--- src/design/apgm_pkg.sv ---
package apgm_pkg;

    // ****************************************************************
    // Pin map and widths
    // ****************************************************************
    localparam int unsigned PORT_A_PINS     = 8;
    localparam int unsigned PORT_E_PINS     = 2;
    localparam int unsigned NUM_PINS        = PORT_A_PINS + PORT_E_PINS;
    localparam int unsigned ADDR_W          = 16;
    // Lowest external address line carried by port E pins
    localparam int unsigned PORT_E_ADDR_LO  = 6;
    // Lowest external address line carried by port A pins
    localparam int unsigned PORT_A_ADDR_LO  = 8;
    // First port E bit used for address sharing
    localparam int unsigned PORT_E_BIT_LO   = 2;
    // First port A bit used for address sharing
    localparam int unsigned PORT_A_BIT_LO   = 0;
    localparam int unsigned PORT_E_W        = 16;
    localparam int unsigned PORT_A_W        = 16;

    // ****************************************************************
    // Reset values
    // ****************************************************************
    // Peripheral (address) function selected after reset
    localparam logic [NUM_PINS-1:0] RST_PERIPH_SEL = 10'h3FF;
    localparam logic [NUM_PINS-1:0] RST_DIR_OUT    = 10'h000;
    localparam logic [NUM_PINS-1:0] RST_PULLUP_EN  = 10'h3FF;
    localparam logic [NUM_PINS-1:0] RST_ZERO       = 10'h000;
    // Drive-select reset default: tri-state when the bus is idle
    localparam logic                RST_DRIVE_SEL  = 1'b0;

    // Pin output state
    typedef enum logic [1:0] {
        APGM_PIN_OFF  = 2'b00,
        APGM_PIN_ADDR = 2'b01,
        APGM_PIN_GPIO = 2'b10
    } apgm_pin_state_t;

endpackage : apgm_pkg

--- src/design/apgm_addr_pin_gpio_mux.sv ---
`timescale 1ns/1ps
// Summary of operation
// - Shared address pins tri-state while the external bus is idle unless drive-select is 1.
// - In reset every shared pin floats with its pull-up on; after it, each pin follows the peripheral select it is given.
// - In GPIO mode each pin has its own input or output direction.
// - Clearing a pin's pull-up enable bit, indexed by port bit number, turns its pull-up off.
// - Address lines 8..15 map to port A bits 0..7 and lines 6..7 to port E bits 2..3.
module apgm_addr_pin_gpio_mux
    import apgm_pkg::*;
(
    // Clock and reset
    input  wire logic                I_CLK,
    input  wire logic                I_RSTN,
    // External memory interface side
    input  wire logic [ADDR_W-1:0]   I_EMI_ADDR,
    input  wire logic                I_EMI_BUS_ACTIVE,
    input  wire logic                I_BUS_DRIVE_SELECT,
    // Port configuration from the GPIO block
    input  wire logic [PORT_A_W-1:0] I_PORT_A_PERIPH_SEL,
    input  wire logic [PORT_A_W-1:0] I_PORT_A_DIR_OUT,
    input  wire logic [PORT_A_W-1:0] I_PORT_A_DATA_OUT,
    input  wire logic [PORT_A_W-1:0] I_PORT_A_PULLUP_ENABLE,
    input  wire logic [PORT_E_W-1:0] I_PORT_E_PERIPH_SEL,
    input  wire logic [PORT_E_W-1:0] I_PORT_E_DIR_OUT,
    input  wire logic [PORT_E_W-1:0] I_PORT_E_DATA_OUT,
    input  wire logic [PORT_E_W-1:0] I_PORT_E_PULLUP_ENABLE,
    // Pads, pin order: port E bits 2..3 then port A bits 0..7
    input  wire logic [NUM_PINS-1:0] I_PAD_IN,
    output logic      [NUM_PINS-1:0] O_PAD_OUT,
    output logic      [NUM_PINS-1:0] O_PAD_OE,
    output logic      [NUM_PINS-1:0] O_PAD_PULLUP_EN,
    // Read-back of pad levels to the GPIO ports
    output logic      [PORT_A_W-1:0] O_PORT_A_PAD_IN,
    output logic      [PORT_E_W-1:0] O_PORT_E_PAD_IN,
    // Drive-select as currently applied
    output logic                     O_BUS_DRIVE_SELECT
);

    // ****************************************************************
    // Elaboration checks
    // ****************************************************************
    // The pin map is fixed by the package; refuse a map that runs past
    // the port or address widths, since the slices below would then
    // read bits that do not exist and the pads would float silently.
    generate
        if (PORT_E_BIT_LO + PORT_E_PINS > PORT_E_W)
        begin : g_bad_port_e
            $error("port E shared bits fall outside the port width");
        end
        if (PORT_A_BIT_LO + PORT_A_PINS > PORT_A_W)
        begin : g_bad_port_a
            $error("port A shared bits fall outside the port width");
        end
        if (PORT_A_ADDR_LO + PORT_A_PINS > ADDR_W)
        begin : g_bad_addr_a
            $error("port A address lines fall outside the address width");
        end
        if (PORT_E_ADDR_LO + PORT_E_PINS != PORT_A_ADDR_LO)
        begin : g_bad_addr_e
            $error("port E address lines must sit just below port A lines");
        end
    endgenerate

    // ****************************************************************
    // Per-pin mapping
    // ****************************************************************
    // Pin index 0..1 is port E, 2..9 is port A, in address order.
    // Keeping the address order in one vector lets one loop serve
    // every pin; the read-back loops undo it for the port views.
    logic [NUM_PINS-1:0] pin_addr;
    logic [NUM_PINS-1:0] pin_periph;
    logic [NUM_PINS-1:0] pin_dir;
    logic [NUM_PINS-1:0] pin_dat;
    logic [NUM_PINS-1:0] pin_pu;

    // Port E pins carry address lines 6..7
    genvar ge;
    generate
        for (ge = 0; ge < PORT_E_PINS; ge++)
        begin : g_port_e
            assign pin_addr[ge]   = I_EMI_ADDR[PORT_E_ADDR_LO+ge];
            assign pin_periph[ge] = I_PORT_E_PERIPH_SEL[PORT_E_BIT_LO+ge];
            assign pin_dir[ge]    = I_PORT_E_DIR_OUT[PORT_E_BIT_LO+ge];
            assign pin_dat[ge]    = I_PORT_E_DATA_OUT[PORT_E_BIT_LO+ge];
            assign pin_pu[ge]     = I_PORT_E_PULLUP_ENABLE[PORT_E_BIT_LO+ge];
        end
    endgenerate

    // Port A pins carry address lines 8..15
    genvar ga;
    generate
        for (ga = 0; ga < PORT_A_PINS; ga++)
        begin : g_port_a
            assign pin_addr[PORT_E_PINS+ga]   = I_EMI_ADDR[PORT_A_ADDR_LO+ga];
            assign pin_periph[PORT_E_PINS+ga] = I_PORT_A_PERIPH_SEL[PORT_A_BIT_LO+ga];
            assign pin_dir[PORT_E_PINS+ga]    = I_PORT_A_DIR_OUT[PORT_A_BIT_LO+ga];
            assign pin_dat[PORT_E_PINS+ga]    = I_PORT_A_DATA_OUT[PORT_A_BIT_LO+ga];
            assign pin_pu[PORT_E_PINS+ga]     = I_PORT_A_PULLUP_ENABLE[PORT_A_BIT_LO+ga];
        end
    endgenerate

    // ****************************************************************
    // Pin function selection
    // ****************************************************************
    // Decide who owns a pin; used for every pin
    // Priority: address function first, then GPIO output, else float.
    // A pin in address mode never falls back to GPIO data, so a stale
    // GPIO output value cannot leak onto the bus while it is idle.
    // The peripheral select reset default of all ones lives in the
    // port block; this mux simply follows whatever it is given.
    function automatic apgm_pin_state_t pin_state(input logic periph,
                                                 input logic dir_out,
                                                 input logic drive);
        apgm_pin_state_t s;
        s = APGM_PIN_OFF;
        if (periph)
        begin
            // Idle bus floats unless drive-select keeps it driven
            s = drive ? APGM_PIN_ADDR : APGM_PIN_OFF;
        end
        else if (dir_out)
        begin
            s = APGM_PIN_GPIO;
        end
        return s;
    endfunction : pin_state

    logic [NUM_PINS-1:0] out_d, out_q;
    logic [NUM_PINS-1:0] oe_d, oe_q;
    logic [NUM_PINS-1:0] pu_d, pu_q;
    logic [PORT_A_W-1:0] pa_in_d, pa_in_q;
    logic [PORT_E_W-1:0] pe_in_d, pe_in_q;
    logic                drv_d, drv_q;

    // Next pad values; registered so pads see no glitch from the mux
    always_comb
    begin
        apgm_pin_state_t st;
        st      = APGM_PIN_OFF;
        out_d   = RST_ZERO;
        oe_d    = RST_ZERO;
        pu_d    = RST_PULLUP_EN;
        pa_in_d = '0;
        pe_in_d = '0;
        drv_d   = I_BUS_DRIVE_SELECT;
        for (int i = 0; i < NUM_PINS; i++)
        begin
            st = pin_state(pin_periph[i], pin_dir[i],
                           I_EMI_BUS_ACTIVE | I_BUS_DRIVE_SELECT);
            case (st)
                APGM_PIN_ADDR:
                begin
                    out_d[i] = pin_addr[i];
                    oe_d[i]  = 1'b1;
                end
                APGM_PIN_GPIO:
                begin
                    out_d[i] = pin_dat[i];
                    oe_d[i]  = 1'b1;
                end
                default:
                begin
                    out_d[i] = 1'b0;
                    oe_d[i]  = 1'b0;
                end
            endcase
            // Pull-up only matters when not driving, but follows its bit
            pu_d[i] = pin_pu[i];
        end
        for (int j = 0; j < PORT_E_PINS; j++)
        begin
            pe_in_d[PORT_E_BIT_LO+j] = I_PAD_IN[j];
        end
        for (int k = 0; k < PORT_A_PINS; k++)
        begin
            pa_in_d[PORT_A_BIT_LO+k] = I_PAD_IN[PORT_E_PINS+k];
        end
    end

    // ****************************************************************
    // Pad registers
    // ****************************************************************
    // Reset floats pins with pull-ups on, so board lines sit high
    // and no memory sees a strobe before software picks a function.
    // Costs one cycle of latency on every pad change, traded for
    // glitch-free pads.
    always_ff @(posedge I_CLK)
    begin
        if (!I_RSTN)
        begin
            out_q   <= RST_ZERO;
            oe_q    <= RST_ZERO;
            pu_q    <= RST_PULLUP_EN;
            pa_in_q <= '0;
            pe_in_q <= '0;
            drv_q   <= RST_DRIVE_SEL;
        end
        else
        begin
            out_q   <= out_d;
            oe_q    <= oe_d;
            pu_q    <= pu_d;
            pa_in_q <= pa_in_d;
            pe_in_q <= pe_in_d;
            drv_q   <= drv_d;
        end
    end

    // ****************************************************************
    // Outputs
    // ****************************************************************
    // Outputs straight from flops
    // Read-back is one cycle behind the pad, like the pad drive
    assign O_PAD_OUT          = out_q;
    assign O_PAD_OE           = oe_q;
    assign O_PAD_PULLUP_EN    = pu_q;
    assign O_PORT_A_PAD_IN    = pa_in_q;
    assign O_PORT_E_PAD_IN    = pe_in_q;
    assign O_BUS_DRIVE_SELECT = drv_q;

endmodule : apgm_addr_pin_gpio_mux

--- config.mk ---
export PLATFORM = sky130hd
export DESIGN_NAME = apgm_addr_pin_gpio_mux
export DESIGN_NICKNAME = d
export VERILOG_FILES = /design/src/design/apgm_pkg.sv /design/src/design/apgm_addr_pin_gpio_mux.sv
export SDC_FILE = /design/constraint.sdc
export NUM_CORES = 1
export LEC_CHECK = 0
export BUFFER_PORTS_ARGS = -buffer_cell sky130_fd_sc_hd__buf_2
export CORE_AREA = 2 2 86 88
export DETAILED_ROUTE_END_ITERATION = 6
export DIE_AREA = 0 0 88 90
export GPL_TIMING_DRIVEN = 0
export SYNTH_ARGS = -nofsm -noshare
export SYNTH_HDL_FRONTEND = slang
export SYNTH_SLANG_ARGS = --single-unit
--- constraint.sdc ---
create_clock -name I_CLK -period 0.8 [get_ports I_CLK]
set_clock_uncertainty 0.2 [all_clocks]
set_input_delay 0.16 -clock I_CLK [delete_from_list [all_inputs] [get_ports I_CLK]]
set_output_delay 0.16 -clock I_CLK [all_outputs]
set_load 0.02 [all_outputs]
==> results.json <==
{
  "status": "finished, violations left",
  "violations": "hold timing, setup timing",
  "post_cts_buffers": 0,
  "die_x_um": 88,
  "synthSimpleGateAreaFrac_pct": 16.9,
  "syn_to_final_growth_pct": 76.0,
  "synthTopCellsByArea": "dfxtp_1, buf_4, a211oi_1",
  "nets": 433,
  "grt_usage_pct": 10.5,
  "grt_pass1_vias": 1391,
  "cp_max_fo": 1,
  "drt_iter0_markers": 21,
  "grt_pass1_wl_um": 6300,
  "slowest_delay_ns": 0.33,
  "synth_mux_area_share_pct": 0,
  "power_mw": 4.52,
  "synth.top_cell.area_share_pct": 55.3,
  "synth-xor-area-share_pct": 0,
  "path_cells": "buf_6",
  "slowest_stage": "dfxtp_2",
  "crit_arrival_ns": 0.74,
  "antenna_found_initial": 0,
  "clk_pin_slew_ns": 0.08,
  "crit_buf_inv": 1,
  "drv_cap": 0,
  "syn_area_per_cell_um2": 10.4,
  "cts_tree": "built",
  "die_y_um": 90,
  "path_depth": 1,
  "drv_slew": 0,
  "syn_area_um2": 1490,
  "setup_ws_ns": -0.301,
  "drt-total-wl_um": 4180,
  "final-hold-violation-count": 40,
  "whs_ns": -0.147,
  "p_leak_nw": 1.24,
  "diodes": 0,
  "drc": 0,
  "cts.sink_count": 41,
  "rows": 31,
  "power_report.internal_total_mw": 3.29,
  "drive_gt1_share_pct": 65.6,
  "drtAntennaViolNets": 0,
  "synth_compound_area_share_pct": 13.5,
  "fmax_mhz": 908,
  "start_util_pct": 21.2,
  "dp.cells": 367,
  "port_buffers": 104,
  "numCtsBuffers": 5,
  "yosys.cell_types.count": 16,
  "hp-class": "primary input to flip-flop",
  "finish.instance_area_um2": 2610,
  "setup_viol_count_final": 41,
  "gp_congestion": 0.654,
  "endpoint_kind": "output pin",
  "cts-htree-levels": 2,
  "cp-startpoint": "O_PAD_OE[6]",
  "ys_seq_elements": 41,
  "crit_path_end": "O_PAD_OE[6]",
  "cts_buffer_depth": 2,
  "yosysWarnings": 0,
  "path_delay_family": "flip-flops",
  "dp_hpwl_um": 3200,
  "path_class": "flip-flop to output pin",
  "fin_crit_sh_pct": 138,
  "timing.final.crit_period_ns": 1.10,
  "switching_share_pct": 27.2,
  "root_buffer": "clkbuf_8",
  "ioPinCount": 221,
  "combinationalPowerShare_pct": 21.7,
  "seq_power_share_pct": 49.6,
  "core_um2": 7020,
  "required_ns": 0.44,
  "final_util_pct": 37.2,
  "viasPerCell": 3.74,
  "crit_path_start_kind": "flip-flop",
  "p_clk_share_pct": 28.7,
  "dp_worst_setup_slack_ns": -0.274,
  "p_switching_mw": 1.23,
  "wire_per_inst_um": 11.2,
  "grt_max_degree": 13,
  "dpl_cell_area_um2": 2220,
  "synth_top_family_by_area": "simple AND/OR/NAND/NOR gates",
  "yosysSeqAreaShare_pct": 55.3,
  "overflow": 0,
  "instances_no_fill": 375,
  "vias": 1401,
  "firstDrtPassIters": 3,
  "netlist_instances": 143,
  "synth_largest_area_cell": "dfxtp_1",
  "die-area_um2": 7920,
  "power_density_nw_per_um2": 1730,
  "irDropWorstVdd_mv": 0.547,
  "synthAdderAreaFrac_pct": 0,
  "rsz0062_at_grt": "yes"
}
## how the worst min path moves through the flow
stage,cells past startpoint,slack (ns),end,start
5_1_grt,2,-0.17,O_PAD_PULLUP_EN[8],I_PORT_A_PULLUP_ENABLE[6]
6_report,2,-0.15,O_PAD_PULLUP_EN[8],I_PORT_A_PULLUP_ENABLE[6]
3_5_place_dp,2,0.14,O_PAD_PULLUP_EN[6],I_PORT_A_PULLUP_ENABLE[4]
2_1_floorplan,1,0.03,O_PAD_PULLUP_EN[9],I_RSTN
4_1_cts,2,-0.16,O_PAD_PULLUP_EN[8],I_PORT_A_PULLUP_ENABLE[6]
3_3_place_gp,2,0.15,O_PAD_PULLUP_EN[9],I_PORT_A_PULLUP_ENABLE[7]
## cell type report
class / instances / area [um2]
Fill cell: 691 / 4410
Tap cell: 99 / 124
Timing Repair Buffer: 104 / 777
Sequential cell: 41 / 872
Multi-Input combinational cell: 94 / 539
Inverter: 1 / 3.75
Clock inverter: 2 / 10.0
Clock buffer: 6 / 72.6
Buffer: 28 / 215
## placed cells by master (no fill, tap or decap), types with 2 or more instances in the layout
cell,Yosys,layout
a211oi_1,10,10
conb_1,1,22
dfxtp_2,0,41
a21oi_1,10,10
buf_6,1,42
buf_4,24,24
o211ai_1,10,10
clkbuf_8,0,5
and2_1,10,10
buf_2,2,64
nor2_1,10,10
nand3b_1,10,10
nand2b_1,10,10
clkinv_2,0,2
## power groups by stage
stage	logic, mW	registers, mW	clock network [mW]
floorplan	0.339	2.39	0
global placement	0.846	2.23	0
detailed placement	0.847	2.24	0
CTS	0.986	2.24	1.38
global route	1.06	2.25	1.49
finish	0.978	2.24	1.30
## metal layers
metal	part of all wire (%)	up-vias	track usage, %
li1	-	702	-
met1	40	595	11.7
met2	45	99	17.2
met3	14	5	5.42
met4	1.0	0	3.08
met5	0	-	0
## registers in the layout, summed over array words and instances (netlist names)
signal	cells
O_PAD_PULLUP_EN	10
O_PORT_A_PAD_IN	8
O_PAD_OE	10
O_PAD_OUT	10
O_BUS_DRIVE_SELECT	1
O_PORT_E_PAD_IN	2
## cells in the mapped netlist (all sizes together)
cell type and count:
dfxtp 41, buf 27, and2 11, nor2 11, a211oi 10, a21oi 10, nand2b 10, nand3b 10
o211ai 10, clkbuf 1, conb 1, inv 1
## metrics by stage
| step | TNS [ns] | hold WS, ns |
|---|---|---|
| after global routing | -13.26 | -0.169 |
| after global placement | -7.73 | 0.146 |
| final | -11.74 | -0.147 |
| after CTS | -12.40 | -0.159 |
| after detailed placement | -8.08 | 0.143 |
| after floorplan | -0.165 | 0.0330 |
## cell families after synthesis
kind of cell | Yosys count
other cells | 1
simple gates | 42
compound gates | 30
buf+inv | 29
flops | 41
## timing repair
item	4_1_cts	5_1_grt
pin swaps	0	0
endpoints found under the setup margin	41	42
endpoints found under the hold margin	40	40
resized for setup	121	3
Power figures use the tool's default switching activity.
